File: config.mk
export PLATFORM = sky130hd
export DESIGN_NAME = snd_seq
export DESIGN_NICKNAME = d
export VERILOG_FILES = /design/src/hw/snd_pkg.sv /design/src/hw/snd_seq.sv
export SDC_FILE = /design/constraint.sdc
export NUM_CORES = 1
export LEC_CHECK = 0
export ABC_AREA = 0
export BUFFER_PORTS_ARGS = -buffer_cell sky130_fd_sc_hd__buf_2
export CAP_MARGIN = 25
export CORE_MARGIN = 2
export CORE_UTILIZATION = 35
export CTS_CLUSTER_DIAMETER = 80
export DETAILED_ROUTE_END_ITERATION = 10
export SYNTH_ARGS = -nofsm -noshare
export SYNTH_HDL_FRONTEND = slang
export SYNTH_SLANG_ARGS = --single-unit
File: constraint.sdc
create_clock -name clk_i -period 7.9 [get_ports clk_i]
set_input_delay 1.58 -clock clk_i [delete_from_list [all_inputs] [get_ports clk_i]]
set_output_delay 1.58 -clock clk_i [all_outputs]
set_load 0.02 [all_outputs]
File: src/hw/snd_pkg.sv
/* snd_pkg: opcodes, timing, status fields and carrier types of the
   serial NAND command sequencer. Assumes a 250 MHz core clock. */
package snd_pkg;
    localparam int CLK_NS = 4;
    localparam int T_RST_NS = 2000;
    localparam int T_RD_NS = 4000;
    localparam int T_RCBSY_NS = 1000;
    localparam int T_ECC_NS = 1000;

    localparam logic [7:0] OP_RESET = 8'hFF;
    localparam logic [7:0] OP_GETF = 8'h0F;
    localparam logic [7:0] OP_WREN = 8'h06;
    localparam logic [7:0] OP_WRDI = 8'h04;
    localparam logic [7:0] OP_PREAD = 8'h13;
    localparam logic [7:0] OP_RAND = 8'h30;
    localparam logic [7:0] OP_LAST = 8'h3F;
    localparam logic [7:0] OP_RD1A = 8'h03;
    localparam logic [7:0] OP_RD1B = 8'h0B;
    localparam logic [7:0] OP_RD2 = 8'h3B;
    localparam logic [7:0] OP_RD4 = 8'h6B;
    localparam logic [7:0] OP_RDD = 8'hBB;
    localparam logic [7:0] OP_RDQ = 8'hEB;
    localparam logic [7:0] OP_ID = 8'h9F;

    localparam logic [7:0] FA_LOCK = 8'hA0;
    localparam logic [7:0] FA_CFG = 8'hB0;
    localparam logic [7:0] FA_STAT = 8'hC0;
    localparam int ST_OIP = 0;
    localparam int ST_WEL = 1;
    localparam int ST_ECC = 4;
    localparam int ST_CACHE_READ_BUSY_FLAG = 7;
    localparam int PLANE_BIT = 6;

    localparam logic [4:0] LEN_ROW = 5'h18;
    localparam logic [4:0] LEN_COL = 5'h10;
    localparam logic [4:0] LEN_BYTE = 5'h08;
    localparam logic [4:0] LEN_QDMY = 5'h10;
    localparam logic [2:0] W1 = 3'h1;
    localparam logic [2:0] W2 = 3'h2;
    localparam logic [2:0] W4 = 3'h4;

    typedef enum logic [2:0] {PH_OPC, PH_ADR, PH_DMY, PH_DAT, PH_IGN} snd_ph_t;
    typedef enum logic [1:0] {SRC_CACHE, SRC_ID, SRC_FEAT} snd_src_t;
    typedef enum logic [1:0] {AR_LOAD_CACHE, AR_LOAD_DATA, AR_TO_CACHE} snd_arr_op_t;
    typedef struct packed {
        logic        valid;
        snd_arr_op_t op;
        logic [16:0] row;
    } snd_arr_req_t;

    function automatic int cyc(input int ns);
        return (ns + CLK_NS - 1) / CLK_NS;
    endfunction : cyc
endpackage : snd_pkg

File: src/hw/snd_seq.sv
/* snd_seq: command sequencer of a serial NAND device: pin shifter, opcode
   decode, busy timers, status, identifier and cache readout.
   Assumes the cache answers cache_data_i one cycle after cache_col_o and
   the array acts on each arr_o request; serial clock far below clk_i. */
module snd_seq #(
    parameter logic [7:0] MFR_ID = 8'hA5, // arbitrary value
    parameter logic [7:0] DEV_ID = 8'h5A  // arbitrary value
) (
    // clock and reset
    input  wire logic             clk_i,
    input  wire logic             rst_i,
    // serial pins
    input  wire logic             cs_n_i,
    input  wire logic             sck_i,
    input  wire logic [3:0]       io_i,
    output logic [3:0]            io_o,
    output logic [3:0]            io_oe_o,
    // cache and array
    output logic [11:0]           cache_col_o,
    input  wire logic [7:0]       cache_data_i,
    output snd_pkg::snd_arr_req_t arr_o,
    output logic                  plane_o,
    input  wire logic [1:0]       ecc_stat_i,
    input  wire logic             ecc_en_i,
    // configuration and lock
    input  wire logic             cfg_wr_i,
    input  wire logic [2:0]       cfg_i,
    input  wire logic             lock_wr_i,
    input  wire logic [7:0]       lock_i,
    // status
    output logic                  write_enable_latch_o,
    output logic                  operation_in_progress_flag_o,
    output logic                  cache_read_busy_flag_o,
    output logic [1:0]            ecc_stat_o,
    output logic [2:0]            cfg_sel_o,
    output logic [7:0]            lock_o
);
    localparam logic [11:0] RST_C = 12'(snd_pkg::cyc(snd_pkg::T_RST_NS));
    localparam logic [11:0] RD_C = 12'(snd_pkg::cyc(snd_pkg::T_RD_NS));
    localparam logic [11:0] RC_C = 12'(snd_pkg::cyc(snd_pkg::T_RCBSY_NS));
    localparam logic [11:0] ECC_C = 12'(snd_pkg::cyc(snd_pkg::T_ECC_NS));
    localparam int RCN = snd_pkg::cyc(snd_pkg::T_RCBSY_NS);

    logic [5:0]            s1;
    logic [5:0]            s2;
    logic                  sck_q;
    logic                  cs_s;
    logic                  rise;
    logic                  fall;
    logic [3:0]            io_s;
    snd_pkg::snd_ph_t      ph;
    snd_pkg::snd_ph_t      d_ph;
    snd_pkg::snd_src_t     src;
    snd_pkg::snd_src_t     d_src;
    logic [7:0]            opc;
    logic [7:0]            opb;
    logic [7:0]            feat;
    logic [23:0]           sh;
    logic [23:0]           next_sh;
    logic [4:0]            cnt;
    logic [4:0]            next_cnt;
    logic [4:0]            len;
    logic [4:0]            d_len;
    logic [2:0]            w_in;
    logic [2:0]            w_out;
    logic [2:0]            d_w;
    logic [2:0]            d_wo;
    logic [2:0]            bcnt;
    logic [7:0]            sr;
    logic [7:0]            top;
    logic [7:0]            stat;
    logic [7:0]            src_byte;
    logic [3:0]            dv;
    logic [3:0]            oe_map;
    logic                  idx;
    logic                  operation_in_progress_flag;
    logic                  cache_read_busy_flag;
    logic                  idle;
    logic                  pend;
    logic [11:0]           otmr;
    logic [11:0]           ctmr;
    logic [11:0]           rc;
    logic [16:0]           rrow;
    logic                  op_done;
    logic                  adr_done;
    logic                  dmy_done;
    logic                  do_reset;
    logic                  do_wren;
    logic                  do_wrdi;
    logic                  do_page;
    logic                  do_rand;
    logic                  do_last;
    snd_pkg::snd_arr_req_t next_req;

    // pins cross into clk_i through two flops
    always_ff @(posedge clk_i or posedge rst_i)
    begin
        if (rst_i)
        begin
            s1 <= 6'h20;
            s2 <= 6'h20;
            sck_q <= 1'b0;
        end
        else
        begin
            s1 <= {cs_n_i, sck_i, io_i};
            s2 <= s1;
            sck_q <= s2[4];
        end
    end

    assign cs_s = s2[5];
    assign io_s = s2[3:0];
    assign rise = !cs_s && s2[4] && !sck_q;
    assign fall = !cs_s && !s2[4] && sck_q;
    assign operation_in_progress_flag = operation_in_progress_flag_o;
    assign cache_read_busy_flag = cache_read_busy_flag_o;
    assign idle = !operation_in_progress_flag && !cache_read_busy_flag;

    always_comb
    begin
        unique case (w_in)
            snd_pkg::W4: next_sh = {sh[19:0], io_s};
            snd_pkg::W2: next_sh = {sh[21:0], io_s[1:0]};
            default: next_sh = {sh[22:0], io_s[0]};
        endcase
    end

    assign next_cnt = cnt + {2'h0, w_in};
    assign opb = next_sh[7:0];
    assign op_done = rise && ph == snd_pkg::PH_OPC && next_cnt == snd_pkg::LEN_BYTE;
    assign adr_done = rise && ph == snd_pkg::PH_ADR && next_cnt == len;
    assign dmy_done = rise && ph == snd_pkg::PH_DMY && next_cnt == len;
    assign do_reset = op_done && opb == snd_pkg::OP_RESET;
    assign do_wren = op_done && opb == snd_pkg::OP_WREN && !operation_in_progress_flag;
    assign do_wrdi = op_done && opb == snd_pkg::OP_WRDI && !operation_in_progress_flag;
    assign do_last = op_done && opb == snd_pkg::OP_LAST && idle;
    assign do_page = adr_done && opc == snd_pkg::OP_PREAD && idle;
    assign do_rand = adr_done && opc == snd_pkg::OP_RAND && idle;

    // next phase and line widths per opcode
    always_comb
    begin
        d_ph = snd_pkg::PH_ADR;
        d_len = snd_pkg::LEN_COL;
        d_w = snd_pkg::W1;
        d_wo = snd_pkg::W1;
        d_src = snd_pkg::SRC_CACHE;
        unique case (opb)
            snd_pkg::OP_GETF:
            begin
                d_len = snd_pkg::LEN_BYTE;
                d_src = snd_pkg::SRC_FEAT;
            end
            snd_pkg::OP_PREAD, snd_pkg::OP_RAND: d_len = snd_pkg::LEN_ROW;
            snd_pkg::OP_ID:
            begin
                d_ph = snd_pkg::PH_DMY;
                d_len = snd_pkg::LEN_BYTE;
                d_src = snd_pkg::SRC_ID;
            end
            snd_pkg::OP_RD1A, snd_pkg::OP_RD1B: d_wo = snd_pkg::W1;
            snd_pkg::OP_RD2: d_wo = snd_pkg::W2;
            snd_pkg::OP_RD4: d_wo = snd_pkg::W4;
            snd_pkg::OP_RDD:
            begin
                d_w = snd_pkg::W2;
                d_wo = snd_pkg::W2;
            end
            snd_pkg::OP_RDQ:
            begin
                d_w = snd_pkg::W4;
                d_wo = snd_pkg::W4;
            end
            default: d_ph = snd_pkg::PH_IGN;
        endcase
        // while busy only status polls get a next phase; the reset opcode still acts through do_reset
        if (operation_in_progress_flag && opb != snd_pkg::OP_GETF)
        begin
            d_ph = snd_pkg::PH_IGN;
        end
    end

    // command and address shifter
    always_ff @(posedge clk_i or posedge rst_i)
    begin
        if (rst_i)
        begin
            ph <= snd_pkg::PH_OPC;
            opc <= 8'h00;
            sh <= 24'h000000;
            cnt <= 5'h00;
            len <= 5'h00;
            w_in <= snd_pkg::W1;
            w_out <= snd_pkg::W1;
            src <= snd_pkg::SRC_CACHE;
            feat <= 8'h00;
        end
        else if (cs_s)
        begin
            ph <= snd_pkg::PH_OPC;
            cnt <= 5'h00;
            w_in <= snd_pkg::W1;
        end
        else if (rise)
        begin
            sh <= next_sh;
            cnt <= next_cnt;
            unique case (ph)
                snd_pkg::PH_OPC:
                    if (op_done)
                    begin
                        opc <= opb;
                        ph <= d_ph;
                        len <= d_len;
                        w_in <= d_w;
                        w_out <= d_wo;
                        src <= d_src;
                        cnt <= 5'h00;
                    end
                snd_pkg::PH_ADR:
                    if (adr_done)
                    begin
                        cnt <= 5'h00;
                        feat <= next_sh[7:0];
                        len <= (w_in == snd_pkg::W4) ? snd_pkg::LEN_QDMY : snd_pkg::LEN_BYTE;
                        if (opc == snd_pkg::OP_GETF)
                            ph <= snd_pkg::PH_DAT;
                        else if (len == snd_pkg::LEN_ROW)
                            ph <= snd_pkg::PH_IGN;
                        else
                            ph <= snd_pkg::PH_DMY;
                    end
                snd_pkg::PH_DMY:
                    if (dmy_done)
                        ph <= snd_pkg::PH_DAT;
                default: ;
            endcase
        end
    end

    always_comb
    begin
        stat = 8'h00;
        stat[snd_pkg::ST_OIP] = operation_in_progress_flag;
        stat[snd_pkg::ST_WEL] = write_enable_latch_o;
        stat[snd_pkg::ST_ECC +: 2] = ecc_stat_o;
        stat[snd_pkg::ST_CACHE_READ_BUSY_FLAG] = cache_read_busy_flag;
        unique case (src)
            snd_pkg::SRC_ID: src_byte = idx ? DEV_ID : MFR_ID;
            snd_pkg::SRC_FEAT:
                if (feat == snd_pkg::FA_STAT)
                    src_byte = stat;
                else if (feat == snd_pkg::FA_CFG)
                    src_byte = {5'h00, cfg_sel_o};
                else if (feat == snd_pkg::FA_LOCK)
                    src_byte = lock_o;
                else
                    src_byte = 8'h00;
            default: src_byte = cache_data_i;
        endcase
        top = (bcnt == 3'h0) ? src_byte : sr;
        unique case (w_out)
            snd_pkg::W4:
            begin
                dv = top[7:4];
                oe_map = 4'hF;
            end
            snd_pkg::W2:
            begin
                dv = {2'h0, top[7:6]};
                oe_map = 4'h3;
            end
            default:
            begin
                dv = {2'h0, top[7], 1'b0};
                oe_map = 4'h2;
            end
        endcase
    end

    // data out, MSB first, one group per falling edge
    always_ff @(posedge clk_i or posedge rst_i)
    begin
        if (rst_i)
        begin
            io_o <= 4'h0;
            io_oe_o <= 4'h0;
            sr <= 8'h00;
            bcnt <= 3'h0;
            idx <= 1'b0;
            cache_col_o <= 12'h000;
        end
        else if (cs_s)
        begin
            io_oe_o <= 4'h0;
            bcnt <= 3'h0;
            idx <= 1'b0;
        end
        else
        begin
            if (adr_done && len == snd_pkg::LEN_COL)
                cache_col_o <= next_sh[11:0];
            if (fall && ph == snd_pkg::PH_DAT)
            begin
                io_o <= dv;
                io_oe_o <= oe_map;
                sr <= top << w_out;
                bcnt <= bcnt + w_out;
                // bump the column at byte start so the next byte is ready early
                if (bcnt == 3'h0)
                begin
                    idx <= !idx;
                    if (src == snd_pkg::SRC_CACHE)
                        cache_col_o <= cache_col_o + 12'h001;
                end
            end
        end
    end

    assign rc = ecc_en_i ? RC_C + ECC_C : RC_C;

    // busy timers; a reset opcode overrides anything running
    always_ff @(posedge clk_i or posedge rst_i)
    begin
        if (rst_i)
        begin
            operation_in_progress_flag_o <= 1'b0;
            cache_read_busy_flag_o <= 1'b0;
            otmr <= 12'h000;
            ctmr <= 12'h000;
            pend <= 1'b0;
            rrow <= 17'h00000;
            ecc_stat_o <= 2'h0;
        end
        else if (do_reset)
        begin
            operation_in_progress_flag_o <= 1'b1;
            otmr <= RST_C;
            cache_read_busy_flag_o <= 1'b0;
            ctmr <= 12'h000;
            pend <= 1'b0;
        end
        else if (do_page)
        begin
            operation_in_progress_flag_o <= 1'b1;
            otmr <= RD_C;
        end
        else if (do_rand)
        begin
            operation_in_progress_flag_o <= 1'b1;
            otmr <= rc;
            cache_read_busy_flag_o <= 1'b1;
            ctmr <= rc + RD_C;
            pend <= 1'b1;
            rrow <= next_sh[16:0];
        end
        else if (do_last)
        begin
            operation_in_progress_flag_o <= 1'b1;
            otmr <= rc;
        end
        else
        begin
            if (operation_in_progress_flag)
            begin
                otmr <= otmr - 12'h001;
                if (otmr == 12'h001)
                begin
                    operation_in_progress_flag_o <= 1'b0;
                    pend <= 1'b0;
                    ecc_stat_o <= ecc_stat_i;
                end
            end
            if (cache_read_busy_flag)
            begin
                ctmr <= ctmr - 12'h001;
                if (ctmr == 12'h001)
                    cache_read_busy_flag_o <= 1'b0;
            end
        end
    end

    always_comb
    begin
        next_req = arr_o;
        next_req.valid = 1'b0;
        if (do_reset)
            next_req = '{1'b1, snd_pkg::AR_LOAD_CACHE, 17'h00000};
        else if (do_page)
            next_req = '{1'b1, snd_pkg::AR_LOAD_CACHE, next_sh[16:0]};
        else if (do_rand || do_last)
            next_req = '{1'b1, snd_pkg::AR_TO_CACHE, next_sh[16:0]};
        else if (pend && operation_in_progress_flag && otmr == 12'h001)
            next_req = '{1'b1, snd_pkg::AR_LOAD_DATA, rrow};
    end

    always_ff @(posedge clk_i or posedge rst_i)
    begin
        if (rst_i)
        begin
            arr_o <= '0;
            plane_o <= 1'b0;
        end
        else
        begin
            arr_o <= next_req;
            plane_o <= next_req.row[snd_pkg::PLANE_BIT];
        end
    end

    // latch and configuration; the reset opcode wins over a port write
    always_ff @(posedge clk_i or posedge rst_i)
    begin
        if (rst_i)
        begin
            write_enable_latch_o <= 1'b0;
            cfg_sel_o <= 3'h0;
        end
        else
        begin
            if (do_reset || do_wrdi)
                write_enable_latch_o <= 1'b0;
            else if (do_wren)
                write_enable_latch_o <= 1'b1;
            if (do_reset)
                cfg_sel_o <= 3'h0;
            else if (cfg_wr_i)
                cfg_sel_o <= cfg_i;
        end
    end

    // lock bits ignore the reset opcode
    always_ff @(posedge clk_i or posedge rst_i)
    begin
        if (rst_i)
            lock_o <= 8'h00;
        else if (lock_wr_i)
            lock_o <= lock_i;
    end
endmodule : snd_seq

==> results of run 1 <==
-- where the power goes --
group	total, uW	internal [uW]	switching, uW
Sequential	926	901	25.0
Clock	826	444	382
Combinational	169	56.6	113
Total	1920	1400	520
-- logic make-up (layout without fill, tap and decap cells) --
kind of cell / Yosys count / in the layout / share of synthesized area [%]
buf+inv: 78 / 155 / 3.97
mux: 32 / 32 / 4.46
flops: 172 / 172 / 48.8
simple gates: 333 / 333 / 18.6
compound gates: 253 / 253 / 19.1
xor+xnor: 28 / 28 / 2.93
fa+ha+maj: 14 / 14 / 2.15
-- cell usage after synthesis (4+ instances only) --
| cell | count |
|---|---|
| buf_4 | 6 |
| xnor2_1 | 19 |
| inv_1 | 21 |
| nand3_1 | 17 |
| nor2b_1 | 9 |
| nand2_1 | 122 |
| a22oi_1 | 12 |
| o21ai_1 | 16 |
| clkbuf_1 | 38 |
| a22o_1 | 6 |
| a2bb2oi_1 | 8 |
| a21o_1 | 4 |
| ha_1 | 12 |
| mux2_2 | 19 |
| buf_2 | 10 |
| a21oi_2 | 4 |
| mux2i_1 | 9 |
| o31ai_1 | 6 |
| nor4_1 | 10 |
| and4_1 | 4 |
| xor2_1 | 8 |
| a221oi_1 | 4 |
| nand4_1 | 12 |
| o21ai_0 | 74 |
| nor3_1 | 24 |
| a21oi_1 | 38 |
| or3_1 | 9 |
| o22a_1 | 22 |
| o22ai_1 | 17 |
| nand2b_1 | 7 |
| nor2_1 | 74 |
| dfstp_2 | 4 |
| and3_1 | 8 |
| nand3b_1 | 8 |
| dfrtp_1 | 168 |
| or4_1 | 4 |
| a211oi_1 | 8 |
| and2_1 | 4 |
| mux4_2 | 4 |
| a31oi_1 | 8 |
-- per-stage QoR --
step                      total power, uW  setup slack [ps]  hold WS, ps  instance area, um^2  util, %
after floorplan                      1040              1670          331                 8830        -
after global placement               1110              3590          339                 9500     38.1
after detailed placement             1110              3480          338                 9530     38.2
after CTS                            1940              3470          359                10100     40.5
after global routing                 1990              3080          362                10100     40.6
final                                1920              3430          354                10100     40.6
-- layout make-up --
cell class / instances / share of cell area [%]
flip-flops and latches: 172 / 42.5
multi-input cells: 660 / 41.2
well taps: 330 / 4.08
repair buffers: 102 / 5.73
clock inverters: 12 / 1.30
inverters: 21 / 0.828
clock buffers: 20 / 4.31
-- flip-flops by register name, indices dropped and copies added, names as in the netlist, 2 cells and up --
name         cells
arr_o           20
bcnt             3
cache_col_o     12
cfg_sel_o        3
cnt              5
ctmr            12
ecc_stat_o       2
feat             8
io_o             4
io_oe_o          3
len              2
lock_o           8
opc              8
otmr            12
ph               3
rrow            17
s1               6
s2               6
sh              16
sr               8
src              2
w_in             3
w_out            3
-- worst max path at each step --
| stage | from | end | cells past startpoint |
|---|---|---|---|
| after floorplan | rst_i | arr_o[0] | 1 |
| after global placement | w_in[0] | arr_o[12] | 10 |
| after detailed placement | w_in[0] | arr_o[13] | 10 |
| after CTS | w_in[0] | arr_o[13] | 10 |
| after global routing | w_in[0] | arr_o[15] | 10 |
| final | w_in[0] | arr_o[13] | 10 |
-- critical path: stages (launching register included) --
cell       delay, ps
dfstp_2          850
ha_1             290
fa_1             450
nor2_1           190
nand4b_1         120
mux2i_1          360
nand3_2          440
nor3_1           910
nor3_1           380
a2bb2oi_1        230
o21ai_0          170
-- routing by layer --
layer / routed length, um / vias up / global-route usage [%]
met5: 0 / - / 0
met4: 411 / 0 / 5.59
met3: 1020 / 29 / 3.03
met2: 11100 / 178 / 28.8
met1: 11100 / 3605 / 25.8
li1: - / 3419 / -
-- cell usage in the layout (no fill, tap or decap), types with 9 or more instances in the layout --
cell,n
xnor2_1,19
nor2b_1,9
inv_1,20
o21ai_0,74
or3_1,9
a22oi_1,12
nor3_1,24
dfrtp_1,168
o22a_1,22
ha_1,12
nor4_1,10
o22ai_1,17
mux2_2,19
nand2_1,122
mux2i_1,9
o21ai_1,16
clkbuf_16,17
buf_2,88
nor2_1,74
nand3_1,17
buf_4,11
a21oi_1,38
nand4_1,12
==> impl_metrics.yaml, run 1 <==
status:
  status: "finished, final reports clean"
clock_tree:
  cts-root-buf: "clkbuf_16"
  cts_tree: "yes"
  hold_buffers: 0
  clk_path_buf_depth: 2
  clk_pin_slew_ps: 80
  htree_levels: 4
  clk_latency_ps: 430
  cts_setup_buffers: 0
  cts-resized-gates: 0
  numCtsBuffers: 17
  cts.sinks: 172
die:
  die_h_um: 163
  placementRows: 58
  die_w_um: 163
  core_area_um2: 25000
  dieArea_um2: 26500
  ios: 89
  initial_core_util_pct: 35.4
layout:
  fin_nets: 1020
  finalNonFillerCells: 1317
  diodes: 0
  multi_input_area_um2: 4170
  drive_gt1_share_pct: 18.7
  register_area_um2: 4310
  syn_to_final_growth_pct: 14.7
  n_fill_cell: 2516
synth:
  syn_nets: 956
  synth_flop_cell: "dfrtp_1"
  synth_top_area_share_pct: 47.6
  yosys.area.top_type: "dfrtp_1"
  synth_area_um2: 8830
  synth.distinct_cells: 76
  synth-seq-cells: 172
  async_flop_share_pct: 100
  avgSynthCellArea_um2: 9.71
  synthCells: 910
  synth-edff-count: 0
  synth-seq-area-share_pct: 48.8
  netlist_top_cells_area: "dfrtp_1, nand2_1, o21ai_0"
  yosys_warnings: 0
placed_design:
  io_buffers: 88
  place_congestion: 0.829
  place_hpwl_um: 16400
  dpl.cell_count: 1283
timing:
  max_freq_mhz: 224
  slew_viol_final: 0
  tightest_slew_ps: 1060
  skew_ps: 17.6
  maxSlewHeadroom_pct: 29.1
  hold_viol_final: 0
  finalCriticalPeriod_ps: 4470
  rsz0062_at_grt: "false"
  fin_crit_sh_pct: 56.6
  setup_violations: 0
  tns_ps: 0
critical_path:
  r2r_start: "w_in[0]"
  crit_fanout: 25
  crit_required_ps: 8250
  critPathArrivalTime_ps: 4820
  crit_path_end_kind: "flip-flop"
  r2r-end: "arr_o[13]"
  reg2reg_depth: 10
  critPathKind: "flip-flop to flip-flop"
  r2r_slack_ps: 3430
  worstSetupStartpointType: "flip-flop"
global_routing:
  antenna_found_initial: 0
  track_usage_pct: 18.3
  gr-total-overflow: 0
  grt_max_degree: 91
  grt_pass1_wl_um: 38000
  grt_pass1_vias: 6923
route:
  viasPerCell: 5.49
  drc: 0
  drt-initial-drc-count: 468
  detail_route.wl_per_cell_um: 17.9
  detail-route-antenna-nets: 0
  dr.pass1.iters: 6
  drt_wl_total_um: 23600
  vias: 7231
job:
  drv_cap: 0
worst_hold_path:
  min_path_type: "flip-flop to flip-flop"
  holdPathEnd: "s2[2]"
  holdPathStages: 0
  hp-start: "s1[2]"
power:
  peakVddDrop_uv: 123
  p_leak_uw: 0.00448
  p_per_area_nw_per_um2: 190
(Power assumes the default switching activity.)
==> run 2, diff against run 1 <==
==> constraint.sdc (replaced) <==
create_clock -name clk_i -period 4.7 [get_ports clk_i]
set_input_delay 0.94 -clock clk_i [delete_from_list [all_inputs] [get_ports clk_i]]
set_output_delay 0.94 -clock clk_i [all_outputs]
set_load 0.02 [all_outputs]
==> impl_metrics.yaml, run 2 (same netlist as run 1, synthesis figures left out) <==
critical_path:
  r2r-end: "otmr[4]"
  crit_path_end_kind: "flip-flop"
  r2r_start: "w_in[1]"
  reg2reg_depth: 9
  path_delay_family: "simple AND/OR/NAND/NOR gates"
  cpMostUsedCell: "buf_4"
  crit_required_ps: 5020
  r2r_slack_ps: 830
  crit_path_max_incr_delay_ps: 700
  crit_fanout: 24
  worstSetupStartpointType: "flip-flop"
  cp.buffers_inverters: 2
  path_cells: "nand2b_1, a21oi_4, o22ai_2, or3_1, nor4_4, buf_4, nor4_2, buf_4, o32a_1"
  critPathArrivalTime_ps: 4190
  slowest_stage: "nor4_4"
  critPathKind: "flip-flop to flip-flop"
placed_design:
  place_hpwl_um: 16800
  place_congestion: 0.888
  io_buffers: 88
  dpl.cell_count: 1297
die:
  dieArea_um2: 26500
  core_area_um2: 25000
  die_w_um: 163
  placementRows: 58
  initial_core_util_pct: 35.4
  ios: 89
  die_h_um: 163
clock_tree:
  clk_pin_slew_ps: 70
  hold_buffers: 0
  cts_tree: "yes"
  clk_latency_ps: 450
  clk_path_buf_depth: 2
  cts-root-buf: "clkbuf_16"
  cts-resized-gates: 0
  numCtsBuffers: 17
  cts_setup_buffers: 0
  cts.sinks: 172
  htree_levels: 4
layout:
  multi_input_area_um2: 4170
  syn_to_final_growth_pct: 15.9
  largest_reg_flops: 20
  final_cell_mix: "dfrtp_1, nand2_1, buf_2, nor2_1, o21ai_0"
  final_common_cell: "dfrtp_1"
  register_area_um2: 4310
  largestRegisters: "arr_o: 20 flops, rrow: 17 flops, sh: 16 flops"
  diodes: 0
  finalNonFillerCells: 1330
  n_fill_cell: 2521
  largest_register: "arr_o"
  drive_gt1_share_pct: 20.1
  fin_nets: 1033
power:
  power.internal_uw: 2380
  p_per_area_nw_per_um2: 318
  p_leak_uw: 0.00456
  p_comb_share_pct: 8.7
  p_sw_uw: 881
  clockPowerShare_pct: 43.7
  seq_power_share_pct: 47.7
  power_uw: 3260
  p_sw_share_pct: 27.0
  peakVddDrop_uv: 224
timing:
  tightest_slew_ps: 959
  skew_ps: 17.1
  slew_viol_final: 0
  hold_viol_final: 0
  tns_ps: 0
  hold_slack_ps: 344
  finalCriticalPeriod_ps: 3870
  fin_crit_sh_pct: 82.3
  setup_violations: 0
  maxSlewHeadroom_pct: 35.6
  max_freq_mhz: 259
  rsz0062_at_grt: "false"
route:
  detail-route-antenna-nets: 0
  drc: 0
  drt_wl_total_um: 23800
  detail_route.wl_per_cell_um: 17.9
  drt-initial-drc-count: 517
  dr.pass1.iters: 5
  vias: 7203
  viasPerCell: 5.42
global_routing:
  grt_pass1_wl_um: 38500
  track_usage_pct: 18.6
  antenna_found_initial: 0
  grt_pass1_vias: 6843
  grt_max_degree: 85
  gr-total-overflow: 0
worst_hold_path:
  min_path_type: "flip-flop to flip-flop"
  holdPathStages: 0
  hp-start: "s1[4]"
  holdPathEnd: "s2[4]"
status:
  status: "finished, final reports clean"
job:
  drv_cap: 0
-- run 2: cell types whose count changed in the layout (fill, tap and decap cells not counted), moves of 2 or more --
| cell | delta |
|---|---|
| buf_4 | +14 |
| clkinv_4 | +2 |
| buf_8 | -2 |
| clkinvlp_4 | -2 |
| inv_8 | +3 |
| buf_12 | +2 |
| clkbuf_1 | -3 |
-- run 2: cell type report --
type | count | area share [%]
sequential | 172 | 42.1
clock buffer | 18 | 4.29
multi-input combinational | 660 | 40.8
timing repair buffer | 115 | 6.53
tap | 330 | 4.03
clock inverter | 14 | 1.45
inverter | 21 | 0.807
-- run 2: metal layers --
layer,share of wire [%],global-route usage [%]
met5,0,0
met4,0.95,4.22
met3,5.7,5.09
met2,45,27.7
met1,48,26.9
-- run 2: per-stage QoR --
stage                     utilization [%]  worst slack [ps]  area, um^2
final                                41.0               833       10200
after global routing                 41.0               677       10200
after CTS                            40.9               854       10200
after detailed placement             38.6               852        9630
after global placement               38.5               951        9620
after floorplan                         -              1570        8840
-- run 2: worst max path at each step --
stage                  from        to  slack [ps]  cells after the start
floorplan             rst_i  arr_o[0]        1570                      1
global placement    w_in[1]   otmr[4]         950                      9
detailed placement  w_in[1]   otmr[4]         850                      9
CTS                 w_in[1]   otmr[4]         850                      9
global route        w_in[1]   otmr[4]         680                      9
finish              w_in[1]   otmr[4]         830                      9
-- run 2: power groups by stage --
stage	registers (uW)	logic, uW	clock network (uW)
after floorplan	1580	159	0
after global placement	1580	278	0
after detailed placement	1580	279	0
after CTS	1550	280	1450
after global routing	1560	306	1520
final	1550	282	1420
